## config.mk

```make
export PLATFORM = sky130hd
export DESIGN_NAME = fan_output_drive_config
export DESIGN_NICKNAME = d
export VERILOG_FILES = /design/src/rtl/fan_drive_pkg.sv /design/src/rtl/fan_pwm_channel.sv /design/src/rtl/fan_output_drive_config.sv
export SDC_FILE = /design/constraint.sdc
export NUM_CORES = 1
export LEC_CHECK = 0
export ABC_AREA = 1
export BUFFER_PORTS_ARGS = -buffer_cell sky130_fd_sc_hd__buf_4
export CORE_UTILIZATION = 30
export CTS_BUF_LIST = sky130_fd_sc_hd__clkbuf_4
export DETAILED_ROUTE_END_ITERATION = 16
export PLACE_DENSITY = 0.52
export SYNTH_ARGS = -nofsm -noshare
export SYNTH_HDL_FRONTEND = slang
export SYNTH_SLANG_ARGS = --single-unit
```

## constraint.sdc

```tcl
create_clock -name clk -period 7.6 [get_ports clk]
set_clock_uncertainty 0.15 [all_clocks]
set_input_delay 0.38 -clock clk [delete_from_list [all_inputs] [get_ports clk]]
set_output_delay 0.38 -clock clk [all_outputs]
set_load 0.02 [all_outputs]
```

## src/rtl/fan_drive_pkg.sv

```systemverilog
// Operation
// - CPU fan PWM source is 24 MHz when clock select is 0, 180 KHz when 1.
// - Selected source is divided by the seven-bit prescaler, then by 256.
// - Clock select and prescaler act only while the CPU fan output is PWM.
// - PWM duty follows the eight-bit value; all ones is 100%, zero is 0%.
// - DC level is upper six bits of the value over 64; low bits reserved.
// - CPU fan mode bits 5-4: manual, temperature, speed, multi-point; manual at reset.
// - System fan mode bits 3-2: manual default, temperature, speed; 11 decodes as manual.
// - Configuration bit 1 picks CPU fan PWM (0, default) or DC (1).
// - Configuration bit 0 picks system fan PWM (0) or DC (1, default).
// - System_target_temp_or_speed: 7-bit target temperature or 8-bit target speed, reset zero.
package fan_drive_pkg;

    // Register indexes behind the address port
    localparam logic [6:0] SYS_FREQ_IDX    = 7'h00;
    localparam logic [6:0] SYS_VALUE_IDX   = 7'h01;
    localparam logic [6:0] CPU_FREQ_IDX    = 7'h02;
    localparam logic [6:0] CPU_VALUE_IDX   = 7'h03;
    localparam logic [6:0] FAN_CONFIG_IDX  = 7'h04;
    localparam logic [6:0] SYS_TARGET_IDX  = 7'h05;

    // Reset values
    localparam logic [7:0] FREQ_RESET      = 8'h04;
    localparam logic [7:0] FAN_CONFIG_RESET = 8'h01;
    localparam logic [7:0] TARGET_RESET    = 8'h00;
    localparam logic [7:0] STRAP_HIGH_VALUE = 8'hFF;
    localparam logic [7:0] STRAP_LOW_VALUE = 8'h80;

    // Field positions
    localparam int FREQ_CLK_SEL_BIT   = 7;
    localparam int CPU_MODE_LSB       = 4;
    localparam int SYS_MODE_LSB       = 2;
    localparam int CPU_TYPE_BIT       = 1;
    localparam int SYS_TYPE_BIT       = 0;
    localparam int DC_LEVEL_LSB       = 2;

    // Source clock rates, in kHz, and the fractional tick accumulator
    localparam int CLK_RATE_KHZ       = 250000;
    localparam int SRC_FAST_KHZ       = 24000;
    localparam int SRC_SLOW_KHZ       = 180;
    localparam int ACC_W              = 18;
    localparam logic [ACC_W:0] ACC_MODULUS  = (ACC_W+1)'(CLK_RATE_KHZ);
    localparam logic [ACC_W:0] ACC_INC_FAST = (ACC_W+1)'(SRC_FAST_KHZ);
    localparam logic [ACC_W:0] ACC_INC_SLOW = (ACC_W+1)'(SRC_SLOW_KHZ);
    localparam logic [7:0] DUTY_FULL  = 8'hFF;

    typedef enum logic [1:0] {
        MODE_MANUAL      = 2'b00,
        MODE_TEMP_TRACK  = 2'b01,
        MODE_SPEED_TRACK = 2'b10,
        MODE_MULTI_POINT = 2'b11
    } fan_mode_e;

endpackage

```

## src/rtl/fan_pwm_channel.sv

```systemverilog
`timescale 1ns/1ns
module fan_pwm_channel
    import fan_drive_pkg::*;
(
    input  wire logic       clk,
    input  wire logic       sys_rst,
    input  wire logic       pwm_enable,
    input  wire logic       source_select,
    input  wire logic [6:0] prescale,
    input  wire logic [7:0] duty,
    output logic            pwm_out
);

    logic [ACC_W:0] acc_reg;
    logic [ACC_W:0] acc_sum;
    logic           src_tick;
    logic [6:0]     pre_cnt_reg;
    logic [6:0]     pre_limit;
    logic [7:0]     period_cnt_reg;

    // Fractional source: 250 MHz has no integer ratio to 24 MHz
    assign acc_sum   = acc_reg + (source_select ? ACC_INC_SLOW : ACC_INC_FAST);
    assign src_tick  = (acc_sum >= ACC_MODULUS);
    // Zero prescale would stall; treat it as divide by one
    assign pre_limit = (prescale == 7'h00) ? 7'h00 : prescale - 7'h01;

    // Source phase accumulator, parked in DC mode
    always_ff @(posedge clk or posedge sys_rst) begin
        if (sys_rst) begin
            acc_reg <= '0;
        end else if (!pwm_enable) begin
            acc_reg <= '0;
        end else begin
            acc_reg <= src_tick ? acc_sum - ACC_MODULUS : acc_sum;
        end
    end

    // Prescale then 256-step period
    always_ff @(posedge clk or posedge sys_rst) begin
        if (sys_rst) begin
            pre_cnt_reg    <= '0;
            period_cnt_reg <= '0;
        end else if (!pwm_enable) begin
            pre_cnt_reg    <= '0;
            period_cnt_reg <= '0;
        end else if (src_tick) begin
            if (pre_cnt_reg >= pre_limit) begin
                pre_cnt_reg    <= '0;
                period_cnt_reg <= period_cnt_reg + 8'h01;
            end else begin
                pre_cnt_reg <= pre_cnt_reg + 7'h01;
            end
        end
    end

    // Compare; all ones holds the pin high for the whole period
    always_ff @(posedge clk or posedge sys_rst) begin
        if (sys_rst) begin
            pwm_out <= 1'b0;
        end else if (!pwm_enable) begin
            pwm_out <= 1'b0;
        end else begin
            pwm_out <= (duty == DUTY_FULL) || (period_cnt_reg < duty);
        end
    end

endmodule // fan_pwm_channel

```

## src/rtl/fan_output_drive_config.sv

```systemverilog
`timescale 1ns/1ns
module fan_output_drive_config
    import fan_drive_pkg::*;
(
    input  wire logic       clk,
    input  wire logic       sys_rst,
    input  wire logic       io_data_select,
    input  wire logic       io_write,
    input  wire logic       io_read,
    input  wire logic [7:0] io_wdata,
    output logic [7:0]      io_rdata,
    input  wire logic       fan_set_strap,
    output logic            cpu_fan_output_pwm,
    output logic [5:0]      cpu_fan_output_dc_level,
    output logic            cpu_fan_output_type,
    output logic            system_fan_output_pwm,
    output logic [5:0]      system_fan_output_dc_level,
    output logic            system_fan_output_type,
    output fan_mode_e       cpu_fan_control_mode,
    output fan_mode_e       system_fan_control_mode,
    output logic            cpu_fan_manual,
    output logic            system_fan_manual,
    output logic [6:0]      system_target_temperature,
    output logic [7:0]      system_target_speed
);

    logic [6:0] index_reg;
    logic [7:0] sys_freq_reg;
    logic [7:0] sys_value_reg;
    logic [7:0] cpu_freq_reg;
    logic [7:0] cpu_value_reg;
    logic [7:0] fan_config_reg;
    logic [7:0] target_reg;
    logic       strap_meta_reg;
    logic       strap_sync_reg;
    logic       strap_loaded_reg;
    logic [7:0] strap_value;
    logic       data_write;
    logic [7:0] read_next;
    logic [1:0] pwm_enable;
    logic [1:0] pwm_pin;
    logic [7:0] freq_cfg   [2];
    logic [7:0] duty_value [2];

    assign data_write  = io_write && io_data_select;
    assign strap_value = strap_sync_reg ? STRAP_HIGH_VALUE : STRAP_LOW_VALUE;

    // Strap pin crosses in through two flops. Left out of reset on purpose:
    // the pin level must already be settled when reset lets go.
    always_ff @(posedge clk) begin
        strap_meta_reg <= fan_set_strap;
        strap_sync_reg <= strap_meta_reg;
    end

    // Address port: seven-bit index, bit 7 reserved
    always_ff @(posedge clk or posedge sys_rst) begin
        if (sys_rst) begin
            index_reg <= '0;
        end else if (io_write && !io_data_select) begin
            index_reg <= io_wdata[6:0];
        end
    end

    // System fan frequency register
    always_ff @(posedge clk or posedge sys_rst) begin
        if (sys_rst) begin
            sys_freq_reg <= FREQ_RESET;
        end else if (data_write && index_reg == SYS_FREQ_IDX) begin
            sys_freq_reg <= io_wdata;
        end
    end

    // CPU fan frequency register; a zero prescale is tolerated downstream
    always_ff @(posedge clk or posedge sys_rst) begin
        if (sys_rst) begin
            cpu_freq_reg <= FREQ_RESET;
        end else if (data_write && index_reg == CPU_FREQ_IDX) begin
            cpu_freq_reg <= io_wdata;
        end
    end

    // Fan configuration; reserved bits 7-6 always store zero
    always_ff @(posedge clk or posedge sys_rst) begin
        if (sys_rst) begin
            fan_config_reg <= FAN_CONFIG_RESET;
        end else if (data_write && index_reg == FAN_CONFIG_IDX) begin
            fan_config_reg <= {2'b00, io_wdata[5:0]};
        end
    end

    // Target byte, shared by both tracking modes
    always_ff @(posedge clk or posedge sys_rst) begin
        if (sys_rst) begin
            target_reg <= TARGET_RESET;
        end else if (data_write && index_reg == SYS_TARGET_IDX) begin
            target_reg <= io_wdata;
        end
    end

    // Strap default is caught once, in the first cycle after reset release
    always_ff @(posedge clk or posedge sys_rst) begin
        if (sys_rst) begin
            strap_loaded_reg <= 1'b0;
        end else begin
            strap_loaded_reg <= 1'b1;
        end
    end

    // System fan value; a host write in the strap cycle still wins
    always_ff @(posedge clk or posedge sys_rst) begin
        if (sys_rst) begin
            sys_value_reg <= '0;
        end else if (data_write && index_reg == SYS_VALUE_IDX) begin
            sys_value_reg <= io_wdata;
        end else if (!strap_loaded_reg) begin
            sys_value_reg <= strap_value;
        end
    end

    // CPU fan value; same priority as the system fan
    always_ff @(posedge clk or posedge sys_rst) begin
        if (sys_rst) begin
            cpu_value_reg <= '0;
        end else if (data_write && index_reg == CPU_VALUE_IDX) begin
            cpu_value_reg <= io_wdata;
        end else if (!strap_loaded_reg) begin
            cpu_value_reg <= strap_value;
        end
    end

    // Read mux; unmapped indexes read zero
    always_comb begin
        read_next = 8'h00;
        if (!io_data_select) begin
            read_next = {1'b0, index_reg};
        end else begin
            case (index_reg)
                SYS_FREQ_IDX:   read_next = sys_freq_reg;
                SYS_VALUE_IDX:  read_next = sys_value_reg;
                CPU_FREQ_IDX:   read_next = cpu_freq_reg;
                CPU_VALUE_IDX:  read_next = cpu_value_reg;
                FAN_CONFIG_IDX: read_next = fan_config_reg;
                SYS_TARGET_IDX: read_next = target_reg;
                default:        read_next = 8'h00;
            endcase
        end
    end

    // Read data held until the next read strobe
    always_ff @(posedge clk or posedge sys_rst) begin
        if (sys_rst) begin
            io_rdata <= '0;
        end else if (io_read) begin
            io_rdata <= read_next;
        end
    end

    // Output type per fan
    assign cpu_fan_output_type    = fan_config_reg[CPU_TYPE_BIT];
    assign system_fan_output_type = fan_config_reg[SYS_TYPE_BIT];
    assign pwm_enable = {!cpu_fan_output_type, !system_fan_output_type};

    // Channel 0 system fan, channel 1 CPU fan
    assign freq_cfg[0]   = sys_freq_reg;
    assign freq_cfg[1]   = cpu_freq_reg;
    assign duty_value[0] = sys_value_reg;
    assign duty_value[1] = cpu_value_reg;

    // One PWM engine per fan
    genvar ch;
    generate
        for (ch = 0; ch < 2; ch++) begin : g_chan
            fan_pwm_channel u_chan (
                .clk           (clk),
                .sys_rst       (sys_rst),
                .pwm_enable    (pwm_enable[ch]),
                .source_select (freq_cfg[ch][FREQ_CLK_SEL_BIT]),
                .prescale      (freq_cfg[ch][6:0]),
                .duty          (duty_value[ch]),
                .pwm_out       (pwm_pin[ch])
            );
        end
    endgenerate

    assign system_fan_output_pwm = pwm_pin[0];
    assign cpu_fan_output_pwm    = pwm_pin[1];

    // DC level codes for the external DAC, zero while in PWM mode
    always_ff @(posedge clk or posedge sys_rst) begin
        if (sys_rst) begin
            cpu_fan_output_dc_level    <= '0;
            system_fan_output_dc_level <= '0;
        end else begin
            cpu_fan_output_dc_level    <= cpu_fan_output_type ?
                                          cpu_value_reg[7:DC_LEVEL_LSB] : 6'h00;
            system_fan_output_dc_level <= system_fan_output_type ?
                                          sys_value_reg[7:DC_LEVEL_LSB] : 6'h00;
        end
    end

    // Mode decode toward the control engine
    assign cpu_fan_control_mode = fan_mode_e'(fan_config_reg[CPU_MODE_LSB +: 2]);
    always_comb begin
        case (fan_config_reg[SYS_MODE_LSB +: 2])
            2'b01:   system_fan_control_mode = MODE_TEMP_TRACK;
            2'b10:   system_fan_control_mode = MODE_SPEED_TRACK;
            default: system_fan_control_mode = MODE_MANUAL;
        endcase
    end
    assign cpu_fan_manual    = (cpu_fan_control_mode == MODE_MANUAL);
    assign system_fan_manual = (system_fan_control_mode == MODE_MANUAL);

    // Target register seen both ways; bit 7 ignored for temperature
    assign system_target_temperature = target_reg[6:0];
    assign system_target_speed       = target_reg;

endmodule // fan_output_drive_config

```

* Word level (Yosys, flattened, before mapping)
Index checks and enable logic that the tools add are counted.
Widths: inputs -> output; s select.
** Storage, ports and cells
- Bits in registers :: 146
- Input port bits :: 14
- Output and inout port bits :: 45
- Logic and storage cells :: 101
** Operators by class
- Add/subtract/negate cells :: 10
- $lt $le $gt $ge :: 6
- Equality and inequality tests :: 11
- Muxes and demuxes :: 31
- Reductions and logical operators :: 22
** Operators by type and width (count)
- $mux 8 :: 10
- $mux 19 :: 4
- $mux 7 :: 9
- $pmux 8 s6 :: 1
- $add 19x19->19 :: 2
- $ge 19x18->1 const B :: 2
- $sub 19x18->19 const B :: 2
- $mux 15 :: 2
- $logic_not 7->1 :: 3
- $add 8x1->8 const B :: 2
- $eq 8x8->1 const B :: 2
- $lt 8x8->1 :: 2
- $add 7x1->7 const B :: 2
- $eq 7x2->1 const B :: 2
- $eq 7x3->1 const B :: 2
- $ge 7x7->1 :: 2
- $sub 7x1->7 const B :: 2
- $mux 6 :: 2
- $logic_and 1x1->1 :: 8
- $reduce_bool 2->1 :: 4
- $eq 7x1->1 const B :: 1
- $logic_not 2->1 :: 2
- $ne 2x1->1 const B :: 2
- $pmux 2 s2 :: 1
- other kinds (6) :: 9

* Depth between registers and ports, before layout
- Depth after elaboration :: 6
- Depth in mapped cells :: 19
- Mapped depth without buffers :: 19

* By module
Synthesis repeated with hierarchy kept, for this count alone.
** Unflattened totals
- Cells, all modules :: 1426
- Area total of the unflattened synthesis :: 10196.0 µm²
** Modules (own cells, without submodules)
- fan_pwm_channel :: times used 2, cells an instance 510, area an instance 3319.4 µm², seq. area each 825.8 µm²
- fan_output_drive_config :: times used 1, cells an instance 406, area an instance 3557.2 µm², seq. area each 1895.6 µm²

* Least setup slack after synthesis
No wires, ideal clock.
- Path kind :: register -> register
- Start point :: register cpu_freq_reg[7]
- End point :: register g_chan[1].u_chan.acc_reg[7]
- Data arrival time :: 2413 ps
- Data required time :: 7330 ps
- Slack :: 4917 ps
- Cell stages (with the launch flop) :: 14
- Path buffers :: 1
- Period minus slack after synthesis :: 2683 ps
- Path through :: dfrtp_1 inv_1 ha_1 nand2_1 nor2_1 and2_1 nand2_1 nand2_1 nand3_1 xor2_1 nand3_4 buf_6 a21oi_1 nor2_2
** Between the ends
- Cells in the longest elaborated chain, start to end :: 5
- Elaborated cells on any way between the ends :: 6
- Classes of those cells :: add/sub: 2; order compare: 1; mux: 3
** RTL lines
- from (decl) :: RTL line fan_output_drive_config.sv:30 : logic [7:0] cpu_freq_reg;
- from (signal assigned) :: RTL line fan_output_drive_config.sv:78 : cpu_freq_reg <= io_wdata;
- $mux 15 (*) :: RTL line fan_pwm_channel.sv:22 : assign acc_sum = acc_reg + (source_select ? ACC_INC_SLOW : ACC_INC_FAST);
- $add 19x19->19 (*) :: RTL line fan_pwm_channel.sv:22
- $sub 19x18->19 or $ge 19x18->1 (tied branches) :: RTL line fan_pwm_channel.sv:34, fan_pwm_channel.sv:23
- $mux 19 (*) :: RTL line fan_pwm_channel.sv:34 : acc_reg <= src_tick ? acc_sum - ACC_MODULUS : acc_sum;
- $mux 19 (*) :: RTL line fan_pwm_channel.sv:31 : end else if (!pwm_enable) begin
- to (signal assigned) :: RTL line fan_pwm_channel.sv:34
- to (decl) :: RTL line fan_pwm_channel.sv:14 : logic [ACC_W:0] acc_reg;
Every way passes the cells marked *; elsewhere a longest branch is shown, timed or not.
A chain may end at the register's enable or synchronous reset.

* Worst setup path in the final report
- Start point :: register cpu_freq_reg[7]
- End point :: register g_chan[1].u_chan.period_cnt_reg[4]
** Between the ends
- Cells in the longest elaborated chain, start to end :: 5
** RTL lines
- $mux 15 :: RTL line fan_pwm_channel.sv:22
- $add 19x19->19 :: RTL line fan_pwm_channel.sv:22
- $ge 19x18->1 :: RTL line fan_pwm_channel.sv:23 : assign src_tick = (acc_sum >= ACC_MODULUS);
- $reduce_bool 2->1 (no line)
- $reduce_and 2->1 (no line)
- to (signal assigned) :: RTL line fan_pwm_channel.sv:49 : period_cnt_reg <= period_cnt_reg + 8'h01;
- to (decl) :: RTL line fan_pwm_channel.sv:19 : logic [7:0] period_cnt_reg;
No other way between the ends.

==> results_dict.tcl <==
set metrics [dict create \
    drc 0 \
    worst_hold_startpoint "io_wdata[6]" \
    synth.cell_area_um2 9700 \
    wirelength_um 27400 \
    port_buffers 58 \
    start_kind "register" \
    worst_pin_slew_ns 0.930 \
    grt_pass1_wl_um 45000 \
    min_to "cpu_freq_reg[6]" \
    cts_made_buffers 17 \
    rr_startpoint "cpu_freq_reg[7]" \
    critPathMaxFanout 13 \
    multi_input_area_um2 5330 \
    path_delay_family "simple AND/OR/NAND/NOR gates" \
    post_cts_buffers 0 \
    whs_path_depth 3 \
    fin_crit_sh_pct 49.0 \
    place.gp.congestion 0.835 \
    hpwl_um 20800 \
    start_util_pct 30.6 \
    synthCells 1373 \
    overflow 0 \
    arrival_ns 4.06 \
    drtAntennaViolNets 0 \
    powerDensity_nw_per_um2 408 \
    hold_viol_final 0 \
    hp-class "input port to register" \
    antenna_found_initial 1 \
    die_y_um 182 \
    required_ns 7.94 \
    track_usage_pct 17.2 \
    layout_commonest_cell "nand2_1" \
    avgRoutedWirePerCell_um 14.9 \
    drtPass1Iterations 5 \
    synth_edf_count 0 \
    clk_pin_slew_ns 0.13 \
    max_stage_delay_ns 0.48 \
    grt_start_max_net_pins 72 \
    vias 8952 \
    clock-sinks 142 \
    fmax_mhz 269 \
    ys_types 50 \
    synth_ff_type "dfrtp_1" \
    final-seq-area_um2 3550 \
    clockBufferDepth 2 \
    critPathKind "register to register" \
    cts_tree "done" \
    nets 1499 \
    seq_area_frac_synth_pct 36.6 \
    drive_above_1_share_pct 10.9 \
    ioPinCount 59 \
    cpMaxStageDelayCell "nand4_1" \
    drt-vias-per-instance 4.86 \
    insertion_delay_ns 0.57 \
    reg2reg_slack_ns 3.88 \
    synth_nets 1447 \
    clockRootBuffer "clkbuf_4" \
    area.growth.synth_to_final_pct 11.6 \
    max_cap_viol_count 0 \
    tns_ns 0 \
    yosys_warnings 0 \
    drt_iter0_drc 488 \
    async_reset_ff_share_pct 98.6 \
    yosysTopAreaCellShare_pct 35.3 \
    relSlewSlack_pct 38.0 \
    design.die.area_um2 33100 \
    die_w_um 182 \
    fill_cells 3446 \
    largest_reg_flops 34 \
    h-tree-depth 4 \
    outcome "finished, final reports clean" \
    path_buf_inv 1 \
    synth.area.top_cells "dfrtp_1, nand2_1, ha_1" \
    min_period_ns 3.72 \
    coreArea_um2 31700 \
    fin_hold_ws_ns 0.0724 \
    rows 65 \
    grt_pass1_vias 8487 \
    cpMostUsedCell "nand2_1" \
    crit-reg2reg-capture "g_chan[1].u_chan.period_cnt_reg[4]" \
    finalSetupViolCount 0 \
    rsz0062_at_grt "no" \
    p_leak_uw 0.00562 \
    syn_area_per_cell_um2 7.07 \
    synth.largest_area_cell "dfrtp_1" \
    drv_slew 0 \
    peakVddDrop_mv 0.136 \
    ys_seq_elements 142 \
    crit_chain "inv_1, ha_1, nand2_1, nand2_1, nor2_2, nand2_2, nand2_1, nand2_2, a21oi_2, nand2_1, nand2_1, nand2_2, nand2_4, nand4_1, nand2_1, nand2_1, nand2_1" \
    endpoint_kind "register" \
    reg2reg_depth 17 \
    final_cell_mix "nand2_1, inv_1, dfrtp_1, nor2_1, nand3_1" \
]
report_power, final:
part	switching (uW)	internal (uW)	total, uW
combinational	1810	902	2710
sequential	195	959	1150
clock	286	264	551
worst reg2reg max path, stage by stage (launching register included):
cell     delay [ns]
dfrtp_1        0.45
inv_1          0.26
ha_1           0.37
nand2_1        0.10
nand2_1        0.12
nor2_2         0.18
nand2_2        0.11
nand2_1        0.09
nand2_2        0.08
a21oi_2        0.24
nand2_1        0.12
nand2_1        0.09
nand2_2        0.09
nand2_4        0.12
nand4_1        0.48
nand2_1        0.47
nand2_1        0.09
nand2_1        0.06
cell type report:
type / count / share of cell area [%]
Tap cell: 402 / 4.65
Timing Repair Buffer: 65 / 4.62
Antenna cell: 1 / 0.0231
Inverter: 167 / 5.84
Multi-Input combinational cell: 1032 / 49.2
Clock inverter: 13 / 1.57
Clock buffer: 19 / 1.32
Sequential cell: 142 / 32.8
synthesized netlist by cell type (2+ instances only):
library cell  number
o21ai_1           13
dfxtp_1            2
or2_2              7
and3_1             3
o21ai_0           67
o221ai_1          16
nand3_2            5
nor2_2            12
xor2_1            12
dfrtp_1          137
a21o_1             2
o21a_1             3
nor2_1           121
nand3b_1           4
nor3_1            13
and2_1             4
nand2_2           18
nand2_1          419
inv_1            153
o22ai_1            8
o31ai_1            3
nand3_4            2
inv_2              9
xnor2_1            2
nand4_1           27
nor2_4             2
ha_1              60
a21oi_2            2
a21oi_1           73
nand2_4            2
nand3_1          109
o21ai_2            2
clkinv_1           5
o211ai_1           3
buf_4             11
clkbuf_1          14
dfstp_2            3
buf_6              5
nor4_1             4
o2111ai_1          3
nor3b_1            4
cell families (layout without fill, tap and decap cells):
family | Yosys count | after routing | share of synthesized area [%]
buf+inv | 199 | 264 | 8.52
compound gates | 199 | 199 | 11.7
fa+ha+maj | 60 | 60 | 7.74
other cells | 1 | 2 | 0.0386
xor+xnor | 14 | 14 | 1.26
simple gates | 758 | 758 | 34.2
flops | 142 | 142 | 36.6
stage by stage:
stage                     cell area [um^2]  worst slack [ns]  power, uW  instances  util [%]
after floorplan                       9700              3.32       3270       1373         -
after global routing                 10800              3.42       4910       1841      34.1
final                                10800              3.88       4420       1841      34.1
after global placement               10500              3.97       3860       1803      33.0
after detailed placement             10500              3.90       3880       1803      33.0
after CTS                            10800              3.86       4450       1840      34.1
per-layer routing:
metal / global-route usage [%] / part of all wire [%]
met5: 0 / 0
met1: 24.6 / 50
met3: 2.47 / 4.1
met4: 4.95 / 1.6
met2: 26.8 / 45
worst max-delay path by stage:
stage	from	end	slack, ns	cells past startpoint
floorplan	sys_rst	cpu_fan_output_dc_level[0]	3.32	1
global placement	cpu_freq_reg[7]	g_chan[1].u_chan.period_cnt_reg[7]	3.97	17
detailed placement	cpu_freq_reg[7]	g_chan[1].u_chan.period_cnt_reg[2]	3.90	13
CTS	cpu_freq_reg[7]	g_chan[1].u_chan.period_cnt_reg[1]	3.86	13
global route	cpu_freq_reg[7]	g_chan[1].u_chan.period_cnt_reg[6]	3.42	13
finish	cpu_freq_reg[7]	g_chan[1].u_chan.period_cnt_reg[4]	3.88	17
what timing repair did:
action                                 4_1_cts  5_1_grt
endpoints found under the hold margin       79        0
resized for setup                            0        0
hold buffers                                 5        0
Note: power is estimated with default switching activity, not from simulation.
